**config.mk**
```make
export PLATFORM = sky130hd
export DESIGN_NAME = acd_top
export DESIGN_NICKNAME = d
export VERILOG_FILES = /design/src/hw/acd_pkg.sv /design/src/hw/acd_top.sv /design/src/hw/acd_divider.sv
export VERILOG_INCLUDE_DIRS = /design/src /design/src/hw
export SDC_FILE = /design/constraint.sdc
export NUM_CORES = 1
export LEC_CHECK = 0
export ABC_AREA = 1
export BUFFER_PORTS_ARGS = -buffer_cell sky130_fd_sc_hd__buf_2
export CORE_MARGIN = 4
export CORE_UTILIZATION = 27
export CTS_BUF_LIST = sky130_fd_sc_hd__clkbuf_16
export DETAILED_ROUTE_END_ITERATION = 8
export PLACE_DENSITY = 0.4
export SLEW_MARGIN = 25
export SYNTH_ARGS = -nofsm -noshare
export SYNTH_HDL_FRONTEND = slang
export SYNTH_SLANG_ARGS = --single-unit
```
**constraint.sdc**
```tcl
create_clock -name pclk -period 7.6 [get_ports pclk]
set_clock_uncertainty 0.1 [all_clocks]
set_input_delay 1.52 -clock pclk [delete_from_list [all_inputs] [get_ports pclk]]
set_output_delay 1.52 -clock pclk [all_outputs]
set_load 0.01 [all_outputs]
```
**src/hw/acd_cfg.svh**
```systemverilog
`ifndef ACD_CFG_SVH
`define ACD_CFG_SVH

// ==========================================================
// Register indexes; the byte address is four times the index.
`define ACD_IDX_PCM_DIV 32'h50001C40
`define ACD_IDX_PCM_FRAC 32'h50001C42
`define ACD_IDX_PDM_CLKDIV 32'h50001C44
`define ACD_IDX_RATE_CLKDIV 32'h50001C46
`define ACD_IDX_STATUS 32'h50001C48

// ==========================================================
// Field positions.
`define ACD_PCM_EN_BIT 12
`define ACD_PCM_DIV_MSB 11
`define ACD_PDM_MASTER_BIT 9
`define ACD_PDM_EN_BIT 8
`define ACD_SRC_EN_BIT 8
`define ACD_DIV8_MSB 7

// ==========================================================
// Writable bits and reset values.
`define ACD_PCM_DIV_MASK 16'h3FFF
`define ACD_PDM_CLKDIV_MASK 16'h03FF
`define ACD_RATE_CLKDIV_MASK 16'h01FF
`define ACD_REG_RESET 16'h0000

`endif

```
**src/hw/acd_pkg.sv**
```systemverilog
package acd_pkg;

  typedef enum logic [0:0] {
    ACD_BUS_IDLE = 1'b0,
    ACD_BUS_ANSWER = 1'b1
  } acd_bus_state_t;

  typedef logic [15:0] acd_reg_t;

endpackage

```
**src/hw/acd_top.sv**
```systemverilog
`timescale 1ns/1ps
`include "acd_cfg.svh"

module acd_top #(
  parameter int AW = 12
) (
  // Clock and reset
  input wire logic pclk,
  input wire logic presetn,
  // APB slave
  input wire logic psel,
  input wire logic penable,
  input wire logic pwrite,
  input wire logic [AW-1:0] paddr,
  input wire logic [31:0] pwdata,
  output logic [31:0] prdata,
  output logic pready,
  output logic pslverr,
  // PCM clock
  output logic pcm_clk,
  output logic pcm_tick,
  // PDM clock
  output logic pdm_clk,
  output logic pdm_tick,
  output logic pdm_clk_oe,
  output logic pdm_master_select,
  // Rate converter clock
  output logic src_clk,
  output logic src_tick
);
  import acd_pkg::*;

  // ==========================================================
  // Addresses
  localparam logic [AW-1:0] ADDR_PCM_DIV = AW'(`ACD_IDX_PCM_DIV << 2);
  localparam logic [AW-1:0] ADDR_PCM_FRAC = AW'(`ACD_IDX_PCM_FRAC << 2);
  localparam logic [AW-1:0] ADDR_PDM_CLKDIV = AW'(`ACD_IDX_PDM_CLKDIV << 2);
  localparam logic [AW-1:0] ADDR_RATE_CLKDIV = AW'(`ACD_IDX_RATE_CLKDIV << 2);
  localparam logic [AW-1:0] ADDR_STATUS = AW'(`ACD_IDX_STATUS << 2);

  acd_bus_state_t st;
  acd_reg_t pcm_clock_divider;
  acd_reg_t pcm_clock_fraction;
  acd_reg_t pdm_clock_divider;
  acd_reg_t rate_converter_clock_divider;
  acd_reg_t status;
  acd_reg_t rd_val;
  logic rd_hit;
  logic wr_go;

  logic pcm_en;
  logic pdm_clock_enable;
  logic rate_converter_clock_enable;
  logic [15:0] pcm_fraction_pattern;
  logic [11:0] pcm_integer_divider;
  logic [7:0] pdm_integer_divider;
  logic [7:0] rate_converter_divider;

  logic [3:0] frac_top;
  logic [4:0] frac_ones;
  logic frac_on;
  logic [3:0] frac_pos;
  logic pcm_extra;
  logic pcm_run;
  logic pcm_wrap;
  logic pdm_run;
  logic src_run;
  logic pcm_clk_i;
  logic pcm_tick_i;
  logic pdm_clk_i;
  logic pdm_tick_i;
  logic src_clk_i;
  logic src_tick_i;

  // ==========================================================
  // Field views
  assign pcm_en = pcm_clock_divider[`ACD_PCM_EN_BIT];
  assign pcm_integer_divider = pcm_clock_divider[`ACD_PCM_DIV_MSB:0];
  assign pcm_fraction_pattern = pcm_clock_fraction;
  assign pdm_clock_enable = pdm_clock_divider[`ACD_PDM_EN_BIT];
  assign pdm_integer_divider = pdm_clock_divider[`ACD_DIV8_MSB:0];
  assign rate_converter_clock_enable = rate_converter_clock_divider[`ACD_SRC_EN_BIT];
  assign rate_converter_divider = rate_converter_clock_divider[`ACD_DIV8_MSB:0];

  // ==========================================================
  // APB slave
  always_comb begin
    rd_hit = 1'b1;
    case (paddr)
      ADDR_PCM_DIV: rd_val = pcm_clock_divider;
      ADDR_PCM_FRAC: rd_val = pcm_clock_fraction;
      ADDR_PDM_CLKDIV: rd_val = pdm_clock_divider;
      ADDR_RATE_CLKDIV: rd_val = rate_converter_clock_divider;
      ADDR_STATUS: rd_val = status;
      default: begin
        rd_val = `ACD_REG_RESET;
        rd_hit = 1'b0;
      end
    endcase
  end

  // Read data is sampled in the setup cycle, one cycle before it is taken.
  always_ff @(posedge pclk or negedge presetn) begin
    if (!presetn) begin
      st <= ACD_BUS_IDLE;
      pready <= 1'b0;
      pslverr <= 1'b0;
      prdata <= 32'h00000000;
    end else begin
      case (st)
        ACD_BUS_IDLE: begin
          if (psel && !penable) begin
            st <= ACD_BUS_ANSWER;
            pready <= 1'b1;
            pslverr <= !rd_hit;
            prdata <= {16'h0000, rd_val};
          end
        end
        ACD_BUS_ANSWER: begin
          st <= ACD_BUS_IDLE;
          pready <= 1'b0;
          pslverr <= 1'b0;
        end
        default: begin
          st <= ACD_BUS_IDLE;
          pready <= 1'b0;
        end
      endcase
    end
  end

  assign wr_go = psel && penable && pready && pwrite;

  // Divider and enable share one word, so a single write may set both.
  always_ff @(posedge pclk or negedge presetn) begin
    if (!presetn) begin
      pcm_clock_divider <= `ACD_REG_RESET;
      pcm_clock_fraction <= `ACD_REG_RESET;
      pdm_clock_divider <= `ACD_REG_RESET;
      rate_converter_clock_divider <= `ACD_REG_RESET;
    end else if (wr_go) begin
      case (paddr)
        ADDR_PCM_DIV: pcm_clock_divider <= pwdata[15:0] & `ACD_PCM_DIV_MASK;
        ADDR_PCM_FRAC: pcm_clock_fraction <= pwdata[15:0];
        ADDR_PDM_CLKDIV: pdm_clock_divider <= pwdata[15:0] & `ACD_PDM_CLKDIV_MASK;
        ADDR_RATE_CLKDIV: rate_converter_clock_divider <= pwdata[15:0] & `ACD_RATE_CLKDIV_MASK;
        default: begin
        end
      endcase
    end
  end

  // ==========================================================
  // Fraction pattern decode
  always_comb begin
    frac_top = 4'h0;
    frac_ones = 5'h00;
    for (int i = 0; i < 16; i++) begin
      if (pcm_fraction_pattern[i]) begin
        frac_top = 4'(i);
        frac_ones = frac_ones + 5'h01;
      end
    end
  end

  assign frac_on = |pcm_fraction_pattern;
  assign pcm_extra = frac_on && pcm_fraction_pattern[frac_pos];

  // The position restarts at the top whenever the clock is not running, so
  // every enable begins the sequence at the highest set bit.
  always_ff @(posedge pclk or negedge presetn) begin
    if (!presetn) begin
      frac_pos <= 4'h0;
    end else if (!pcm_run) begin
      frac_pos <= frac_top;
    end else if (pcm_wrap) begin
      if (frac_pos == 4'h0 || frac_pos > frac_top) begin
        frac_pos <= frac_top;
      end else begin
        frac_pos <= frac_pos - 4'h1;
      end
    end
  end

  assign status = {pcm_run, pdm_run, frac_pos,
                   frac_on ? 5'(frac_top) + 5'h01 : 5'h00, frac_ones};

  // ==========================================================
  // Dividers
  acd_divider #(.W(12)) u_pcm (
    .clk(pclk),
    .rst_n(presetn),
    .en(pcm_en),
    .div(pcm_integer_divider),
    .extra(pcm_extra),
    .clk_out(pcm_clk_i),
    .tick(pcm_tick_i),
    .run(pcm_run),
    .wrap(pcm_wrap)
  );

  acd_divider #(.W(8)) u_pdm (
    .clk(pclk),
    .rst_n(presetn),
    .en(pdm_clock_enable),
    .div(pdm_integer_divider),
    .extra(1'b0),
    .clk_out(pdm_clk_i),
    .tick(pdm_tick_i),
    .run(pdm_run),
    .wrap()
  );

  acd_divider #(.W(8)) u_src (
    .clk(pclk),
    .rst_n(presetn),
    .en(rate_converter_clock_enable),
    .div(rate_converter_divider),
    .extra(1'b0),
    .clk_out(src_clk_i),
    .tick(src_tick_i),
    .run(src_run),
    .wrap()
  );

  // ==========================================================
  // Output stage
  // The dividers already register their outputs; these flops keep the
  // three clocks aligned with the master-mode pin enable.
  always_ff @(posedge pclk or negedge presetn) begin
    if (!presetn) begin
      pcm_clk <= 1'b0;
      pcm_tick <= 1'b0;
      pdm_clk <= 1'b0;
      pdm_tick <= 1'b0;
      pdm_clk_oe <= 1'b0;
      pdm_master_select <= 1'b0;
      src_clk <= 1'b0;
      src_tick <= 1'b0;
    end else begin
      pcm_clk <= pcm_clk_i;
      pcm_tick <= pcm_tick_i;
      pdm_clk <= pdm_clk_i;
      pdm_tick <= pdm_tick_i;
      pdm_master_select <= pdm_clock_divider[`ACD_PDM_MASTER_BIT];
      // In slave mode the far side owns the PDM clock pin.
      pdm_clk_oe <= pdm_clock_divider[`ACD_PDM_MASTER_BIT] && pdm_run;
      src_clk <= src_clk_i;
      src_tick <= src_tick_i;
    end
  end

  logic [13:0] pcm_gap;
  logic [13:0] pdm_gap;
  logic pcm_extra_q;
  logic [12:0] pcm_eff;
  logic [8:0] pdm_eff;

  always_ff @(posedge pclk or negedge presetn) begin
    if (!presetn) begin
      pcm_gap <= 14'h0000;
      pdm_gap <= 14'h0000;
      pcm_extra_q <= 1'b0;
    end else begin
      pcm_gap <= pcm_tick_i ? 14'h0001 : pcm_gap + 14'h0001;
      pdm_gap <= pdm_tick_i ? 14'h0001 : pdm_gap + 14'h0001;
      pcm_extra_q <= pcm_extra;
    end
  end

  assign pcm_eff = (pcm_integer_divider == 12'h000) ? 13'h0001 : {1'b0, pcm_integer_divider};
  assign pdm_eff = (pdm_integer_divider == 8'h00) ? 9'h001 : {1'b0, pdm_integer_divider};
endmodule // acd_top

```
**src/hw/acd_divider.sv**
```systemverilog
`timescale 1ns/1ps

// ==========================================================
// Integer divider with an optional extra source cycle per period.
module acd_divider #(
  parameter int W = 8
) (
  // Clock and reset
  input wire logic clk,
  input wire logic rst_n,
  // Control
  input wire logic en,
  input wire logic [W-1:0] div,
  input wire logic extra,
  // Generated clock
  output logic clk_out,
  output logic tick,
  output logic run,
  output logic wrap
);

  logic [W:0] cnt;
  logic [W:0] last;
  logic [W:0] half;
  logic [W:0] next_cnt;

  // A divider of zero acts as one, so a period is never shorter than a cycle.
  always_comb begin
    last = {1'b0, (div == '0) ? W'(1) : div} - (W+1)'(1) + (W+1)'(extra);
    half = (last + (W+1)'(2)) >> 1;
    // A divider lowered mid-period ends the period at once instead of counting round.
    wrap = run && (cnt >= last);
    next_cnt = (run && !wrap) ? cnt + (W+1)'(1) : '0;
  end

  always_ff @(posedge clk or negedge rst_n) begin
    if (!rst_n) begin
      run <= 1'b0;
      cnt <= '0;
      clk_out <= 1'b0;
      tick <= 1'b0;
    end else if (!en) begin
      run <= 1'b0;
      cnt <= '0;
      clk_out <= 1'b0;
      tick <= 1'b0;
    end else begin
      run <= 1'b1;
      cnt <= next_cnt;
      clk_out <= (next_cnt < half);
      tick <= (next_cnt == '0);
    end
  end

endmodule // acd_divider

```
==> impl_metrics.tcl <==
set metrics [dict create \
    grt_start_max_net_pins 63 \
    fp.dieW_um 200 \
    antenna_found_initial 0 \
    grt_pass1_wl_um 48100 \
    cp_common_cell "nand2_1" \
    filler_cell_count 3938 \
    drc 0 \
    period_needed_ps 6980 \
    slowest_delay_ps 410 \
    die_area_mm2 0.0399 \
    fmax_ghz 0.143 \
    worstMarginPinSlew_ps 849 \
    gr-total-overflow 0 \
    crit_fanout 4 \
    max-slew-margin-rel 0.434 \
    status "completed" \
    n_antenna_cell 0 \
    cts_root_buf "clkbuf_16" \
    synth_area_mm2 0.00992 \
    final_layout_size_suffix_gt1_frac 0.120 \
    nNetsFinal 1611 \
    use_met1 0.209 \
    gp_congestion 0.818 \
    row_count 69 \
    grt.busiest_layer "met2" \
    antenna_left 0 \
    ys.warnings.count 0 \
    p_leak_nw 5.98 \
    avgViaCountPerCell 4.66 \
    critical-path-top-delay-family "adder cells" \
    core_area_mm2 0.0359 \
    fin_setup_tns_ps 0 \
    async_flop_share 1.00 \
    worstSetupPathType "flop to flop" \
    routed_wl_um 29800 \
    first_pass_iters 5 \
    cp.arrival_ps 7200 \
    area_delta_synth_final_pct 14.3 \
    cts.clk_slew.worst_paths_ps 60 \
    multi_input_area_mm2 0.00598 \
    vias 9074 \
    use_met2 0.252 \
    port_buffers 58 \
    post-dp-hpwl_um 23800 \
    grt_pass1_vias 9008 \
    synth_edf_count 0 \
    clock-sinks 120 \
    hold_depth 0 \
    finalHoldViolations 0 \
    fin_ws_ps 622 \
    slew_viol_final 0 \
    place_ws_ps 184 \
    seq_area_frac_synth 0.303 \
    path_buf_inv 6 \
    drtIter0Drc 426 \
    pin_count 91 \
    htree_levels 4 \
    seq_area_mm2 0.00300 \
    syn-instance-count 1413 \
    clk_latency_ps 430 \
    ys.flop_type "dfrtp_1" \
    ys_ff_latch 120 \
    cp.depth 47 \
    numCtsBuffers 17 \
    die_h_um 200 \
    initial_core_util 0.276 \
    cp.required_ps 7820 \
    clk_path_buf_depth 2 \
    end_kind "flop" \
    grt_use_total 0.152 \
    maxCapViolCount 0 \
    power-per-cell-area_mw_per_mm2 135 \
    min_path_type "flop to flop" \
    slowest_stage "dfrtp_1" \
    reg2reg_depth 47 \
    timing.final.crit_share 0.918 \
    power_mw 1.53 \
    crit_path_start_kind "flop" \
    syn_avg_cell_area_um2 7.02 \
    ys_types 53 \
    use_met3 0.0216 \
    wire_per_inst_um 15.3 \
    cts_tree "built" \
    setup_viol 0 \
    peakVddDrop_mv 0.0871 \
]
-- final timing paths --
path | from | to | slack, ps
setup / recovery | pcm_clock_fraction[0]$_DFFE_PN0P_ | prdata[4]$_DFFE_PN0P_ | 620
hold / removal | u_src.clk_out$_DFF_PN0_ | src_clk$_DFF_PN0_ | 250
setup reg to reg | pcm_clock_fraction[0]$_DFFE_PN0P_ | prdata[4]$_DFFE_PN0P_ | 620
hold reg to reg | u_src.clk_out$_DFF_PN0_ | src_clk$_DFF_PN0_ | 250
max in group asynchronous | presetn | prdata[11]$_DFFE_PN0P_ | 5150
min in group asynchronous | presetn | u_pdm.cnt[4]$_DFF_PN0_ | 970
-- metrics by stage --
stage	cell area [um2]	instances	util	hold slack [ps]
floorplan	9980	1428	-	231
global placement	10700	1910	0.297	232
detailed placement	10700	1910	0.297	237
CTS	11300	1942	0.313	249
global route	11300	1947	0.316	253
finish	11300	1947	0.316	246
-- cells in the mapped netlist (5+ instances only) --
master      n  share of area
nand3_1    93          0.047
dfrtp_1   120           0.30
inv_1     208          0.079
o21ai_1     8         0.0040
nand3b_1    9         0.0068
nand2_4    10          0.011
xnor2_1    12          0.011
nor4_1     14         0.0088
a21oi_1    59          0.030
nand4_1    18          0.011
nand3_2    10          0.010
buf_4      16          0.012
o22ai_1     9         0.0057
clkbuf_1   24         0.0091
nor2_1    137          0.052
xor2_1     35          0.031
o31ai_1     5         0.0038
nand2_2    27          0.017
ha_1       89           0.11
inv_2      12         0.0045
nor3_1     24          0.012
a221oi_1    5         0.0044
nand2_1   309           0.12
o21ai_0   103          0.052
-- layout by cell type (no fill, tap or decap), types with 4 or more instances in the layout --
cell	n
inv_2	13
a21oi_1	59
conb_1	16
nor4_1	13
nand2_4	10
o21ai_2	4
nor2_1	137
or2_2	4
xor2_1	35
xnor2_1	12
o21ai_0	100
nor3_1	23
inv_1	211
a221oi_1	5
ha_1	88
clkbuf_16	17
o21ai_1	7
nand3_2	11
clkinv_1	6
nand3_1	92
nand4_1	18
o22ai_1	9
buf_2	57
o221ai_1	4
nand2_1	308
nand3b_1	9
buf_4	12
nand2_2	28
dfrtp_1	120
-- area by class of cell --
cell class	count	area share
Sequential cell	120	0.265
Timing Repair Buffer	70	0.0341
Tap cell	461	0.0508
Clock inverter	15	0.0128
Multi-Input combinational cell	1042	0.527
Clock buffer	17	0.0375
Inverter	222	0.0734
-- report_power, final --
group | leakage [nW] | switching, mW | total (mW) | internal [mW]
sequential | 1.67 | 0.00459 | 0.647 | 0.643
clock | 0.288 | 0.311 | 0.815 | 0.504
combinational | 4.02 | 0.0480 | 0.0657 | 0.0177
-- routing by layer --
metal | vias to the layer above | routed length [um]
met5 | - | 0
met2 | 124 | 13700
li1 | 4710 | -
met1 | 4209 | 14700
met4 | 0 | 527
met3 | 31 | 915
-- registers in the layout, summed over array words and instances, names as in the netlist, 4 cells and up --
name                          count
prdata                           16
rate_converter_clock_divider      9
u_pcm.cnt                        13
frac_pos                          4
u_src.cnt                         9
pdm_clock_divider                10
pcm_clock_fraction               16
pcm_clock_divider                14
u_pdm.cnt                         9
-- kinds of logic after synthesis --
kind of cell	count (synthesis)	share of synthesized area
xor+xnor	47	0.0415
compound gates	223	0.128
fa+ha+maj	89	0.112
mux	2	0.00227
buf+inv	266	0.107
simple gates	665	0.306
other cells	1	0.000378
flops	120	0.303
-- what timing repair did --
action | CTS | global route
hold buffers | 0 | 0
endpoints found under the setup margin | 0 | 4
setup buffers | 0 | 5
resized for setup | 0 | 14
-- worst reg2reg max path, delay by kind of cell, from the launching register on --
kind,cells,cell delay (ps)
and+or+nand+nor,20,1820
adders and majority gates,9,2300
DFF,1,410
AOI/OAI and AO/OA,12,1790
buffers and inverters,6,470
Note: power is estimated with default switching activity, not from simulation.
